--- config.mk ---
export PLATFORM = sky130hd
export DESIGN_NAME = t3rt_timer
export DESIGN_NICKNAME = d
export VERILOG_FILES = /design/src/hdl/t3rt_pkg.sv /design/src/hdl/t3rt_edge_sync.sv /design/src/hdl/t3rt_prescale.sv /design/src/hdl/t3rt_timer.sv
export SDC_FILE = /design/constraint.sdc
export NUM_CORES = 1
export LEC_CHECK = 0
export BUFFER_PORTS_ARGS = -buffer_cell sky130_fd_sc_hd__clkbuf_2
export CORE_MARGIN = 1.5
export CORE_UTILIZATION = 48
export DETAILED_ROUTE_END_ITERATION = 16
export PLACE_DENSITY = 0.67
export SLEW_MARGIN = 20
export SYNTH_ARGS = -nofsm -noshare
export SYNTH_HDL_FRONTEND = slang
export SYNTH_SLANG_ARGS = --single-unit
--- constraint.sdc ---
create_clock -name clock -period 6.1 [get_ports clock]
set_clock_uncertainty 0.15 [all_clocks]
set_input_delay 1.22 -clock clock [delete_from_list [all_inputs] [get_ports clock]]
set_output_delay 1.22 -clock clock [all_outputs]
set_load 0.02 [all_outputs]
--- src/hdl/t3rt_pkg.sv ---
/*
 Shared constants for the reload/capture timer: register addresses,
 control bit positions, reset values and divider ratios.
 Assumes an 8-bit special-register port with 8-bit addresses.
*/
package t3rt_pkg;

	// Register addresses on the special-register port
	localparam logic [7:0] ADDR_CTRL = 8'h91;
	localparam logic [7:0] ADDR_RELOAD_LOW = 8'h92;
	localparam logic [7:0] ADDR_RELOAD_HIGH = 8'h93;
	localparam logic [7:0] ADDR_COUNT_LOW = 8'h94;
	localparam logic [7:0] ADDR_COUNT_HIGH = 8'h95;

	// Control register bit positions
	localparam int BIT_HIGH_FLAG = 7;
	localparam int BIT_LOW_FLAG = 6;
	localparam int BIT_LOW_IRQ_EN = 5;
	localparam int BIT_CAPTURE_EN = 4;
	localparam int BIT_SPLIT_EN = 3;
	localparam int BIT_RUN = 2;
	localparam int BIT_CAPTURE_SRC = 1;
	localparam int BIT_EXT_CLK_SEL = 0;

	// Reset values
	localparam logic [7:0] CTRL_RESET = 8'h00;
	localparam logic [7:0] BYTE_RESET = 8'h00;
	localparam logic [7:0] READ_NONE = 8'h00;

	// Byte limits
	localparam logic [7:0] BYTE_MAX = 8'hFF;
	localparam logic [7:0] BYTE_ONE = 8'h01;

	// Divider ratio for the slow internal count source
	localparam int SYS_DIV = 12;

endpackage

--- src/hdl/t3rt_edge_sync.sv ---
/*
 Three-stage synchroniser with rising-edge detector.
 Assumes the input is asynchronous to clock; a change counts once
 the second and third stages agree.
*/
`timescale 1ns/1ps
module t3rt_edge_sync (
	input wire logic clock,
	input wire logic reset_n,
	input wire logic asyncIn,
	output logic risePulse
);

	logic stage1Reg;
	logic stage2Reg;
	logic stage3Reg;
	logic stableReg;
	logic riseReg;
	wire agree = (stage2Reg == stage3Reg);
	wire stableNext = agree ? stage3Reg : stableReg;
	wire riseNext = agree & stage3Reg & ~stableReg;

	always_ff @(posedge clock) begin
		if (!reset_n) begin
			stage1Reg <= 1'b0;
			stage2Reg <= 1'b0;
			stage3Reg <= 1'b0;
			stableReg <= 1'b0;
			riseReg <= 1'b0;
		end else begin
			stage1Reg <= asyncIn;
			stage2Reg <= stage1Reg;
			stage3Reg <= stage2Reg;
			stableReg <= stableNext;
			riseReg <= riseNext;
		end
	end

	assign risePulse = riseReg;

endmodule

--- src/hdl/t3rt_prescale.sv ---
/*
 Free-running divider giving a one-cycle enable every DIV clocks.
 Assumes a single clock with synchronous active-low reset.
*/
`timescale 1ns/1ps
module t3rt_prescale #(
	parameter int DIV = t3rt_pkg::SYS_DIV
) (
	input wire logic clock,
	input wire logic reset_n,
	output logic tick
);

	localparam int W = (DIV > 2) ? $clog2(DIV) : 1;
	localparam logic [W-1:0] LAST = W'(DIV - 1);
	localparam logic [W-1:0] ZERO = W'(0);
	localparam logic [W-1:0] ONE = W'(1);

	logic [W-1:0] countReg;
	logic tickReg;
	wire atLast = (countReg == LAST);
	wire [W-1:0] countNext = atLast ? ZERO : countReg + ONE;

	always_ff @(posedge clock) begin
		if (!reset_n) begin
			countReg <= ZERO;
			tickReg <= 1'b0;
		end else begin
			countReg <= countNext;
			tickReg <= atLast;
		end
	end

	assign tick = tickReg;

endmodule

--- src/hdl/t3rt_timer.sv ---
/*
 Reload/capture timer: a 16-bit auto-reload counter that can split into
 two 8-bit auto-reload timers, or capture its count on a start-of-frame
 event or a rising edge of the low-frequency oscillator.
 Assumes a processor special-register port (address, write strobe,
 read strobe), the byte clock-select bits and the timer interrupt
 enable supplied from outside, and asynchronous event and clock pins.

// Functional notes
// - 16-bit mode: full wrap reloads, sets high flag
// - 16-bit: interrupt on each full overflow
// - 16-bit: low-byte interrupt when low enable set
// - Split: two 8-bit timers, own reload bytes
// - Split: run gates high byte only
// - Per-byte clock: system, div 12, ext div 8
// - External divided clock synchronised before counting
// - High byte wrap sets high flag, interrupts
// - Split, low enable: either byte interrupts
// - Flags cleared only by software write
// - Low byte wrap sets low flag always
// - Capture enable; source select SOF or oscillator
// - Capture 16-bit: free wrap, copy count
// - Capture split: 8-bit wraps, copy bytes
// - Control register layout, resets to zero
// - Run control stops and starts timer
// - Reload bytes read/write, reset zero
// - Count bytes read/write, reset zero
*/
`timescale 1ns/1ps
module t3rt_timer #(
	parameter int SYS_DIV = t3rt_pkg::SYS_DIV
) (
	input wire logic clock,
	input wire logic reset_n,
	input wire logic [7:0] sfrAddr,
	input wire logic [7:0] sfrWrData,
	input wire logic sfrWrEn,
	input wire logic sfrRdEn,
	output logic [7:0] sfrRdData,
	input wire logic highByteClockSelect,
	input wire logic lowByteClockSelect,
	input wire logic timerIrqEnable,
	input wire logic extClockDiv8,
	input wire logic usbSofEvent,
	input wire logic lowFreqOscillator,
	output logic irqRequest
);

	// Registers
	logic [7:0] ctrlReg;
	logic [7:0] reloadLowReg;
	logic [7:0] reloadHighReg;
	logic [7:0] countLowReg;
	logic [7:0] countHighReg;
	logic [7:0] rdDataReg;

	// Next values
	logic [7:0] ctrlNext;
	logic [7:0] reloadLowNext;
	logic [7:0] reloadHighNext;
	logic [7:0] countLowNext;
	logic [7:0] countHighNext;
	logic [7:0] rdDataNext;

	// Count sources and events
	logic div12Tick;
	logic extTick;
	logic sofRise;
	logic lfoRise;

	// Slow internal count source
	t3rt_prescale #(
		.DIV(SYS_DIV)
	) u_div12 (
		.clock(clock),
		.reset_n(reset_n),
		.tick(div12Tick)
	);

	// External divided clock brought into the system clock domain
	t3rt_edge_sync u_ext_sync (
		.clock(clock),
		.reset_n(reset_n),
		.asyncIn(extClockDiv8),
		.risePulse(extTick)
	);

	// Capture event sources
	t3rt_edge_sync u_sof_sync (
		.clock(clock),
		.reset_n(reset_n),
		.asyncIn(usbSofEvent),
		.risePulse(sofRise)
	);

	t3rt_edge_sync u_lfo_sync (
		.clock(clock),
		.reset_n(reset_n),
		.asyncIn(lowFreqOscillator),
		.risePulse(lfoRise)
	);

	// Control fields
	wire highFlag = ctrlReg[t3rt_pkg::BIT_HIGH_FLAG];
	wire lowFlag = ctrlReg[t3rt_pkg::BIT_LOW_FLAG];
	wire lowIrqEnable = ctrlReg[t3rt_pkg::BIT_LOW_IRQ_EN];
	wire captureEnable = ctrlReg[t3rt_pkg::BIT_CAPTURE_EN];
	wire splitEnable = ctrlReg[t3rt_pkg::BIT_SPLIT_EN];
	wire runControl = ctrlReg[t3rt_pkg::BIT_RUN];
	wire captureSourceSelect = ctrlReg[t3rt_pkg::BIT_CAPTURE_SRC];
	wire externalClockSelect = ctrlReg[t3rt_pkg::BIT_EXT_CLK_SEL];

	// Address decode
	wire selCtrl = (sfrAddr == t3rt_pkg::ADDR_CTRL);
	wire selReloadLow = (sfrAddr == t3rt_pkg::ADDR_RELOAD_LOW);
	wire selReloadHigh = (sfrAddr == t3rt_pkg::ADDR_RELOAD_HIGH);
	wire selCountLow = (sfrAddr == t3rt_pkg::ADDR_COUNT_LOW);
	wire selCountHigh = (sfrAddr == t3rt_pkg::ADDR_COUNT_HIGH);

	wire wrCtrl = sfrWrEn & selCtrl;
	wire wrReloadLow = sfrWrEn & selReloadLow;
	wire wrReloadHigh = sfrWrEn & selReloadHigh;
	wire wrCountLow = sfrWrEn & selCountLow;
	wire wrCountHigh = sfrWrEn & selCountHigh;

	// Per-byte count source selection
	wire slowTick = externalClockSelect ? extTick : div12Tick;
	wire lowTick = lowByteClockSelect ? 1'b1 : slowTick;
	wire highTick = highByteClockSelect ? 1'b1 : slowTick;

	// Run gating; in 16-bit modes the low byte's source clocks the pair
	wire lowRun = splitEnable ? 1'b1 : runControl;
	wire highRun = runControl;

	wire lowAtMax = (countLowReg == t3rt_pkg::BYTE_MAX);
	wire highAtMax = (countHighReg == t3rt_pkg::BYTE_MAX);

	wire lowAdvance = lowRun & lowTick;
	wire highAdvance = splitEnable ? (highRun & highTick) : (lowAdvance & lowAtMax);

	// Byte rollovers from all ones
	wire lowWrap = lowAdvance & lowAtMax;
	wire highWrap = highAdvance & highAtMax;

	// Reloads only outside capture mode
	wire lowLoad = ~captureEnable & (splitEnable ? lowWrap : highWrap);
	wire highLoad = ~captureEnable & highWrap;

	// Capture strobe, one cycle per detected event
	wire eventSelected = captureSourceSelect ? lfoRise : sofRise;
	wire captureStrobe = captureEnable & eventSelected;

	// Flag setting by hardware
	wire highFlagSet = highWrap | captureStrobe;
	wire lowFlagSet = lowWrap;

	// Software write; a hardware set in the same cycle wins
	wire highFlagWritten = wrCtrl ? sfrWrData[t3rt_pkg::BIT_HIGH_FLAG] : highFlag;
	wire lowFlagWritten = wrCtrl ? sfrWrData[t3rt_pkg::BIT_LOW_FLAG] : lowFlag;
	wire highFlagNext = highFlagSet | highFlagWritten;
	wire lowFlagNext = lowFlagSet | lowFlagWritten;

	// Configuration bits are plain software storage
	wire [5:0] ctrlCfgNext = wrCtrl ? sfrWrData[t3rt_pkg::BIT_LOW_IRQ_EN:0]
		: ctrlReg[t3rt_pkg::BIT_LOW_IRQ_EN:0];

	assign ctrlNext = {highFlagNext, lowFlagNext, ctrlCfgNext};

	// Count bytes; software write takes priority over counting
	wire [7:0] lowInc = countLowReg + t3rt_pkg::BYTE_ONE;
	wire [7:0] highInc = countHighReg + t3rt_pkg::BYTE_ONE;

	assign countLowNext = wrCountLow ? sfrWrData
		: lowLoad ? reloadLowReg
		: lowAdvance ? lowInc
		: countLowReg;

	assign countHighNext = wrCountHigh ? sfrWrData
		: highLoad ? reloadHighReg
		: highAdvance ? highInc
		: countHighReg;

	// Reload bytes; capture takes priority over a software write
	assign reloadLowNext = captureStrobe ? countLowReg
		: wrReloadLow ? sfrWrData
		: reloadLowReg;

	assign reloadHighNext = captureStrobe ? countHighReg
		: wrReloadHigh ? sfrWrData
		: reloadHighReg;

	// Read data mux; unmapped addresses read as zero
	wire [7:0] readMux = selCtrl ? ctrlReg
		: selReloadLow ? reloadLowReg
		: selReloadHigh ? reloadHighReg
		: selCountLow ? countLowReg
		: selCountHigh ? countHighReg
		: t3rt_pkg::READ_NONE;

	assign rdDataNext = sfrRdEn ? readMux : rdDataReg;

	// Interrupt request: high flag always, low flag when enabled
	wire lowIrqSource = lowIrqEnable & lowFlag;
	wire irqSource = highFlag | lowIrqSource;
	assign irqRequest = timerIrqEnable & irqSource;

	// Control register
	always_ff @(posedge clock) begin
		if (!reset_n) begin
			ctrlReg <= t3rt_pkg::CTRL_RESET;
		end else begin
			ctrlReg <= ctrlNext;
		end
	end

	// Reload register pair
	always_ff @(posedge clock) begin
		if (!reset_n) begin
			reloadLowReg <= t3rt_pkg::BYTE_RESET;
			reloadHighReg <= t3rt_pkg::BYTE_RESET;
		end else begin
			reloadLowReg <= reloadLowNext;
			reloadHighReg <= reloadHighNext;
		end
	end

	// Count register pair
	always_ff @(posedge clock) begin
		if (!reset_n) begin
			countLowReg <= t3rt_pkg::BYTE_RESET;
			countHighReg <= t3rt_pkg::BYTE_RESET;
		end else begin
			countLowReg <= countLowNext;
			countHighReg <= countHighNext;
		end
	end

	// Registered read data
	always_ff @(posedge clock) begin
		if (!reset_n) begin
			rdDataReg <= t3rt_pkg::READ_NONE;
		end else begin
			rdDataReg <= rdDataNext;
		end
	end

	assign sfrRdData = rdDataReg;

endmodule

==> results of run 1 <==
synth_stat cells (2+ instances only):
cell | number | share of area [%]
nand2_1 | 20 | 2.2
a22oi_1 | 8 | 1.7
xor2_1 | 4 | 1.0
nor4_4 | 2 | 1.2
nor2_1 | 25 | 2.7
and2_1 | 13 | 2.3
o21ai_0 | 33 | 4.8
a21oi_1 | 34 | 4.9
nor4_1 | 2 | 0.36
ha_1 | 6 | 2.2
dfxtp_1 | 68 | 39
clkbuf_1 | 16 | 1.7
a211oi_1 | 3 | 0.65
or3_1 | 3 | 0.54
buf_2 | 4 | 0.58
nand2b_1 | 4 | 0.72
nor3_1 | 5 | 0.72
nor2b_1 | 3 | 0.54
and4_1 | 2 | 0.51
a32oi_1 | 8 | 2.0
nand3_1 | 10 | 1.4
inv_1 | 2 | 0.22
nand4_1 | 3 | 0.54
xnor2_1 | 6 | 1.5
o211ai_1 | 3 | 0.65
mux2_2 | 11 | 3.6
a31oi_1 | 12 | 2.2
o221ai_1 | 6 | 1.5
mux2i_1 | 32 | 9.2
nor3b_1 | 2 | 0.43
and3_1 | 5 | 0.90
worst max-delay path, cell delays in order:
cell and delay, ns:
clkbuf_2 0.09, or3b_1 0.53, nor2_1 0.53, nand3_1 0.43, o21ai_0 0.29, a31oi_1 0.06
layout make-up:
class	count	area (um^2)	share of cell area [%]
multi-input cells	286	1990	51.4
repair buffers	35	178	4.59
clock buffers	10	128	3.29
clock inverters	6	88.8	2.29
flip-flops and latches	68	1360	35.1
well taps	96	120	3.10
inverters	2	7.51	0.194
registers in the layout (all words and copies together), names as in the netlist:
register and cells:
u_sof_sync.stage2Reg 1, u_lfo_sync.stage2Reg 1, countLowReg 8, reloadHighReg 8, u_sof_sync.stableReg 1, u_lfo_sync.stableReg 1
u_lfo_sync.stage3Reg 1, reloadLowReg 8, u_lfo_sync.stage1Reg 1, u_sof_sync.stage3Reg 1, u_ext_sync.stage2Reg 1, u_sof_sync.stage1Reg 1
countHighReg 8, u_ext_sync.stage1Reg 1, u_div12.tick 1, u_sof_sync.risePulse 1, u_ext_sync.risePulse 1, u_ext_sync.stage3Reg 1
ctrlReg 8, u_ext_sync.stableReg 1, sfrRdData 8, u_div12.countReg 4, u_lfo_sync.risePulse 1
power by group through the flow:
stage	Clock, uW	Combinational, uW	Sequential, uW
global route	433	56.3	456
global placement	0	50.5	466
CTS	408	51.7	455
finish	400	51.6	456
floorplan	0	27.8	468
detailed placement	0	51.6	466
cells by family (layout without fill, tap and decap cells):
kind of cell / after synthesis / after routing / synth area share, %
adder cells (fa/ha/maj): 6 / 6 / 2.17
flip-flops: 68 / 68 / 39.3
XOR/XNOR: 10 / 10 / 2.53
AND/OR/NAND/NOR: 111 / 111 / 18.5
multiplexers: 43 / 43 / 12.8
buffers and inverters: 25 / 53 / 3.21
AO/OA/AOI/OAI: 116 / 116 / 21.5
cells in the final DEF, fill, tap and decap left out, types with 9 or more instances in the layout:
cell,count
o21ai_0,33
clkbuf_2,34
dfxtp_1,68
a31oi_1,12
nand3_1,10
mux2i_1,32
a21oi_1,34
mux2_2,11
and2_1,13
nor2_1,25
clkbuf_8,9
nand2_1,20
layer usage:
layer	up-vias	wire length, um
met3	8	501
met1	1427	3810
met4	0	102
met2	95	4080
met5	-	0
li1	1467	-
through the flow:
step / setup slack [ns] / hold WS, ns / cells
global placement: 2.73 / 0.248 / 487
finish: 3.00 / 0.267 / 503
CTS: 3.01 / 0.268 / 503
floorplan: 3.13 / 0.240 / 379
detailed placement: 2.65 / 0.255 / 487
global route: 2.84 / 0.288 / 503
final timing paths:
check,startpoint,endpoint,slack (ns),cells after the start
max,sfrAddr[3],countHighReg[0],3.00,6
min,u_sof_sync.stableReg,u_sof_sync.risePulse,0.27,1
max reg2reg,countLowReg[0],countLowReg[3],3.70,6
min reg2reg,u_sof_sync.stableReg,u_sof_sync.risePulse,0.27,1
==> impl_metrics.ini, run 1 <==
[power]
p_clk_share_pct = 44.1
power.density_nw_per_um2 = 234
irDropWorstVdd_mv = 0.167
total_power_uw = 908
power_frac_comb_pct = 5.7
pwr-share-seq_pct = 50.2
p_int_uw = 700
p_sw_uw = 207
power.leakage_uw = 0.00152
switching_share_pct = 22.8

[finish]
antenna_cells = 0
final_util_pct = 56.4
fin_area_um2 = 3870
area_delta_synth_final_pct = 11.8
drive_above_1_share_pct = 18.2
num-fill-cells = 633
nets = 434

[clocking]
cts_setup_buffers = 0
worstSkewPairLatency_ns = 0.34
cts_tree = yes
cts_inserted_buffers = 9
cts_root_buffer = clkbuf_8
clock_path_buffers = 2
cts_resized = 0
hold_buffers = 0
cts_sinks = 68
cts_htree_levels = 3
clkTransAtPathRegs_ns = 0.07

[global_routing]
use_met1_pct = 31.4
top_usage_layer = met2
use_met2_pct = 37.8
antenna_found_initial = 0
grt_overflow = 0
grt_util_met3_pct = 6.22
grt_pass1_wl_um = 13900
grt_pass1_vias = 2828
grt_max_degree = 59
grt_use_total_pct = 23.7

[critical_path]
cp-start-kind = input pin
cp-end-kind = flip-flop
critPathKind = input pin to flip-flop
cp_max_fo = 11
required_ns = 6.15
arrival_ns = 3.16

[timing]
period_minus_slack_ns = 3.10
hold_viol = 0
min_period_over_period_pct = 50.9
rsz0062_at_grt = no
setup_tns_ns = 0
drv_slew = 0
tightest_slew_ns = 1.04
slew_headroom_pct = 30.4
setup_violations = 0
fmax_mhz = 322

[logic_synthesis]
ys_seq_area_share_pct = 39.3
synth_flop_cell = dfxtp_1
netlist_area_um2 = 3460
ys_types = 55
synth-seq-cells = 68
avgSynthCellArea_um2 = 9.14
synthArstFlopShare_pct = 0
synth-edff-count = 0
yosysWarnings = 0
synth_cells = 379
syn_nets = 411

[outcome]
status = finished, final reports clean

[placement]
io_buffers = 34
place_congestion = 0.896
dp_hpwl_um = 6030
dpl_cell_area_um2 = 3660

[floorplanning]
floorplan.initialDensity_pct = 50.4
num_io_pins = 35
core_um2 = 6870
die_w_um = 88.0
die_area_um2 = 7740
die_h_um = 88.0
num_rows = 30

[job]
drv_cap = 0

[routing]
wl_per_cell_um = 16.9
route.detailed.drc = 0
ant_nets = 0
drt-initial-drc-count = 173
wirelength_um = 8490
via_per_inst = 5.96
num_vias = 2997
dr.pass1.iters = 5

[worst_hold_path]
hp-class = flip-flop to flip-flop
Power figures use the tool's default switching activity.
==> run 2, diff against run 1 <==
--- a/config.mk
+++ b/config.mk
@@ -5,6 +5,7 @@
 export SDC_FILE = /design/constraint.sdc
 export NUM_CORES = 1
 export LEC_CHECK = 0
+export ABC_AREA = 1
 export BUFFER_PORTS_ARGS = -buffer_cell sky130_fd_sc_hd__clkbuf_2
 export CORE_MARGIN = 1.5
 export CORE_UTILIZATION = 48
==> constraint.sdc (replaced) <==
create_clock -name clock -period 3 [get_ports clock]
set_clock_uncertainty 0.15 [all_clocks]
set_input_delay 0.6 -clock clock [delete_from_list [all_inputs] [get_ports clock]]
set_output_delay 0.6 -clock clock [all_outputs]
set_load 0.02 [all_outputs]
==> run 2 against run 1 <==
  * Hold slack lost 0.011 ns
  * Clock power grew 120%
  * Area after synthesis grew 3.3%
  * Non-clock buffer count grew 1
  * Synthesized cell count grew 36%
  * Setup slack lost 2.3 ns
  * Via count grew 16%
  * First-iteration DRC count grew 66%
  * Sequential power grew 100%
  * Critical endpoint is now reloadHighReg[6]
  * Largest cell class unchanged
  * Highest routed layer unchanged
==> impl_metrics.ini, run 2 <==
[outcome]
status = finished, final reports clean

[global_routing]
grt_use_total_pct = 27.1
grt_pass1_vias = 3107
grt_max_degree = 37
antenna_found_initial = 0
grt_pass1_wl_um = 15900
grt_overflow = 0

[critical_path]
cp-start-kind = input pin
r2r-start = countHighReg[0]
reg2reg_slack_ns = 0.78
critPathKind = input pin to flip-flop
cp_max_fo = 16
cp-end-kind = flip-flop
arrival_ns = 2.30
ff2ff_path_depth = 8
r2r_end = countLowReg[1]
required_ns = 3.04

[power]
p_sw_uw = 457
power_frac_comb_pct = 6.0
p_clk_share_pct = 45.3
total_power_uw = 1900
switching_share_pct = 24.0
irDropWorstVdd_mv = 0.271
p_int_uw = 1450
power.leakage_uw = 0.00168
power.density_nw_per_um2 = 470
pwr-share-seq_pct = 48.8

[worst_hold_path]
whs_path_depth = 1
min_to = u_sof_sync.risePulse
hp-start = u_sof_sync.stableReg
hp-class = flip-flop to flip-flop

[logic_synthesis]
yosysTopAreaCell = dfxtp_1
yosysMostFrequentCell = nand2_1
avgSynthCellArea_um2 = 6.94
synth_flop_cell = dfxtp_1
ys_top_cells_by_area = dfxtp_1 (38%), nand2_1 (9.8%), inv_1 (7.8%), a21oi_1 (6.0%), nor2_1 (5.1%)
yosysWarnings = 0
synth_cells = 516
syn_nets = 548
synth-seq-cells = 68
ys_seq_area_share_pct = 38.0
synthArstFlopShare_pct = 0
synth_top_area_share_pct = 38.0
synth-edff-count = 0
netlist_top_cells_count = nand2_1 (93), inv_1 (74), dfxtp_1 (68)
ys_types = 35
netlist_area_um2 = 3580

[floorplanning]
die_w_um = 89.4
floorplan.initialDensity_pct = 49.6
core_um2 = 7210
die_area_um2 = 7980
num_io_pins = 35
num_rows = 31
die_h_um = 89.4

[timing]
period_minus_slack_ns = 2.26
slew_headroom_pct = 34.5
setup_violations = 0
drv_slew = 0
tightest_slew_ns = 0.981
fmax_mhz = 442
rsz0062_at_grt = no
min_period_over_period_pct = 75.5
setup_tns_ns = 0
hold_viol = 0

[clocking]
cts_resized = 0
hold_buffers = 0
clock_path_buffers = 2
cts_htree_levels = 3
cts_setup_buffers = 0
cts_tree = yes
cts_sinks = 68
clkTransAtPathRegs_ns = 0.08
cts_root_buffer = clkbuf_8
cts_inserted_buffers = 9
worstSkewPairLatency_ns = 0.36

[finish]
final_util_pct = 56.2
nets = 581
drive_above_1_share_pct = 14.3
antenna_cells = 0
most-common-layout-cells = nand2_1 (93), inv_1 (74), dfxtp_1 (68)
area_delta_synth_final_pct = 13.2
final_common_cell = nand2_1

[routing]
wirelength_um = 10100
dr.pass1.iters = 5
via_per_inst = 5.34
wl_per_cell_um = 15.4
ant_nets = 0
num_vias = 3488
drt-initial-drc-count = 288
route.detailed.drc = 0

[placement]
place_congestion = 0.931
io_buffers = 34
dp_hpwl_um = 7410

[job]
drv_cap = 0
-- run 2: cell count changes in the layout (fill, tap and decap cells not counted), moves of 10 or more --
| cell | before | now |
|---|---|---|
| inv_1 | 2 | 74 |
| o21ai_1 | 0 | 12 |
| nand4_1 | 3 | 14 |
| nand2_1 | 20 | 93 |
| and2_1 | 13 | 0 |
| nor2_1 | 25 | 49 |
| nand3_1 | 10 | 27 |
| mux2_2 | 11 | 0 |
| a31oi_1 | 12 | 2 |
| mux2i_1 | 32 | 0 |
-- run 2: worst max path at each step --
stage	start	endpoint	slack [ns]	cells after the start
after floorplan	sfrAddr[3]	reloadHighReg[5]	1.09	6
after global placement	sfrAddr[5]	reloadHighReg[3]	0.48	7
after detailed placement	sfrAddr[5]	reloadHighReg[2]	0.42	7
after CTS	sfrAddr[5]	reloadHighReg[6]	0.77	7
after global routing	sfrAddr[4]	reloadHighReg[6]	0.55	8
final	sfrAddr[5]	reloadHighReg[6]	0.74	7
-- run 2: layout make-up --
type / count / area (um^2)
clock inverter: 6 / 87.6
multi-input combinational: 344 / 1820
sequential: 68 / 1360
timing repair buffer: 36 / 185
tap: 99 / 124
fill: 743 / 3160
clock buffer: 10 / 138
inverter: 90 / 338
-- run 2: worst max-delay path, stage by stage --
cell and delay, ns:
clkbuf_2 0.10, nor3_4 0.52, nand4_2 0.40, nor2_4 0.31
nor2_1 0.18, nand2_1 0.11, a21oi_1 0.07
-- run 2: cell families after synthesis --
group,share of synthesized area [%]
AO/OA/AOI/OAI,17.9
XOR/XNOR,2.94
adder cells (fa/ha/maj),2.10
buffers and inverters,11.1
flip-flops,38.0
AND/OR/NAND/NOR,27.9
-- run 2: stage by stage --
step	instances	hold slack [ns]	worst slack, ns	area (um^2)
CTS	653	0.259	0.772	4050
floorplan	516	0.240	1.09	3580
global placement	637	0.246	0.476	3830
global route	653	0.267	0.551	4050
detailed placement	637	0.250	0.421	3830
finish	653	0.256	0.736	4050
-- run 2: power by group through the flow --
stage	Sequential, uW	Combinational (uW)	Clock (uW)
after floorplan	953	58.1	0
after global placement	948	111	0
after detailed placement	948	113	0
after CTS	927	113	874
after global routing	929	126	916
final	928	114	861
-- run 2: per-layer routing --
layer / global-route usage (%) / wire length, um
met2: 41.7 / 4390
met4: 10.6 / 296
met3: 6.93 / 661
met1: 36.4 / 4720
met5: 0 / 0
==> run 3, diff against run 2 <==
==> constraint.sdc (replaced) <==
create_clock -name clock -period 2.2 [get_ports clock]
set_clock_uncertainty 0.15 [all_clocks]
set_input_delay 0.44 -clock clock [delete_from_list [all_inputs] [get_ports clock]]
set_output_delay 0.44 -clock clock [all_outputs]
set_load 0.02 [all_outputs]
==> run 3 against run 2 <==
  * Setup slack lost 0.53 ns
  * Hold slack worse by 0.13 ns
  * Sequential power rose by 36%
  * Highest routed layer unchanged
  * Die area unchanged
  * Critical path type is now flip-flop to flip-flop
==> impl_metrics.ini, run 3 (synthesized netlist as in run 2, its figures left out) <==
[finish]
most-common-layout-cells = nand2_1 (93), inv_1 (74), dfxtp_1 (67)
multi_input_area_um2 = 1830
final_common_cell = nand2_1
drive_above_1_share_pct = 16.8
num-fill-cells = 733
antenna_cells = 0
area_delta_synth_final_pct = 16.8
ff_latch_area_um2 = 1360
nets = 598
final_util_pct = 58.0

[routing]
route.detailed.drc = 0
dr.pass1.iters = 5
wirelength_um = 10200
drt-initial-drc-count = 294
via_per_inst = 5.35
ant_nets = 0
num_vias = 3582
wl_per_cell_um = 15.2

[clocking]
cts_setup_buffers = 0
cts_tree = yes
cts_root_buffer = clkbuf_8
cts_htree_levels = 3
clock_path_buffers = 2
cts_sinks = 68
cts_inserted_buffers = 9
worstSkewPairLatency_ns = 0.35
clkTransAtPathRegs_ns = 0.08

[floorplanning]
die_h_um = 89.4
num_io_pins = 35
num_rows = 31
die_w_um = 89.4
floorplan.initialDensity_pct = 49.6
core_um2 = 7210
die_area_um2 = 7980

[timing]
fin_ws_ns = 0.203
fmax_mhz = 501
fin_hold_ws_ns = 0.122
drv_slew = 0
slew_headroom_pct = 57.9
period_minus_slack_ns = 2.00
setup_violations = 0
tightest_slew_ns = 0.629
hold_viol = 0
setup_tns_ns = 0
rsz0062_at_grt = no
min_period_over_period_pct = 90.8

[critical_path]
slowest_delay_ns = 0.44
crit_slowest_cell = dfxtp_1
crit_buf_inv = 0
critPathKind = flip-flop to flip-flop
path_common_cell = nand2_1
required_ns = 2.33
path_cells = nand2_1 > nor2_1 > nand4_1 > nand2_1 > nand3_1 > o21ai_0 > o211ai_1 > a21oi_1
critPathTopFamily = simple AND/OR/NAND/NOR gates
cp_max_fo = 10
arrival_ns = 2.13
cp-end-kind = flip-flop
cp-start-kind = flip-flop
reg2reg_slack_ns = 0.20

[power]
power.leakage_uw = 0.00176
switching_share_pct = 25.2
power.density_nw_per_um2 = 597
irDropWorstVdd_mv = 0.401
p_sw_uw = 629
power_frac_comb_pct = 6.6
p_clk_share_pct = 42.8
p_int_uw = 1870
pwr-share-seq_pct = 50.6

[global_routing]
grt_overflow = 0
antenna_found_initial = 0
grt_use_total_pct = 27.8
grt_max_degree = 30
grt_pass1_vias = 3343
grt_pass1_wl_um = 16600

[outcome]
status = finished, final reports clean

[placement]
dp_hpwl_um = 7730
io_buffers = 34
post-place-ws_ns = 0.106
place_congestion = 1.00

[worst_hold_path]
hp-class = input pin to flip-flop

[job]
drv_cap = 0
## run 3: per-stage QoR
step / instance area (um^2) / power, uW / cells
2_1_floorplan: 3580 / 1380 / 516
3_3_place_gp: 3970 / 1450 / 654
3_5_place_dp: 3970 / 1460 / 654
4_1_cts: 4170 / 2510 / 670
5_1_grt: 4180 / 2590 / 670
6_report: 4180 / 2500 / 670
## run 3: layout make-up
class / instances / share of cell area (%)
Inverter: 90 / 8.08
Sequential cell: 68 / 32.6
Multi-Input combinational cell: 344 / 43.8
Timing Repair Buffer: 53 / 7.78
Tap cell: 99 / 2.96
Clock buffer: 11 / 3.38
Clock inverter: 5 / 1.44
## run 3: final timing paths
| check | from | to | cells past startpoint |
|---|---|---|---|
| max | countHighReg[3] | countLowReg[2] | 8 |
| min | usbSofEvent | u_sof_sync.stage1Reg | 3 |
| max reg2reg | countHighReg[3] | countLowReg[2] | 8 |
| min reg2reg | u_ext_sync.stableReg | u_ext_sync.risePulse | 1 |
## run 3: repair_timing
action | 4_1_cts | 5_1_grt
endpoints found under the hold margin | 0 | 0
hold buffers | 0 | 0
endpoints found under the setup margin | 0 | 11
resized for setup | 0 | 3
## run 3: power groups by stage
stage / combinational [uW] / clock, uW / sequential [uW]
floorplan: 79.3 / 0 / 1300
global placement: 160 / 0 / 1290
detailed placement: 162 / 0 / 1290
CTS: 163 / 1090 / 1260
global route: 182 / 1140 / 1270
finish: 165 / 1070 / 1260
## run 3: worst register-to-register path, delay by kind of cell (launching register included)
kind | cells | cell delay (ns)
flip-flops | 1 | 0.44
AO/OA/AOI/OAI | 3 | 0.42
AND/OR/NAND/NOR | 5 | 0.92
## run 3: per-layer routing
layer	GRT usage [%]	part of all wire, %	up-vias
met5	0	0	-
met4	9.93	3.1	0
met3	6.09	6.5	25
met2	44.4	45	140
met1	37.1	45	1626
li1	-	-	1791
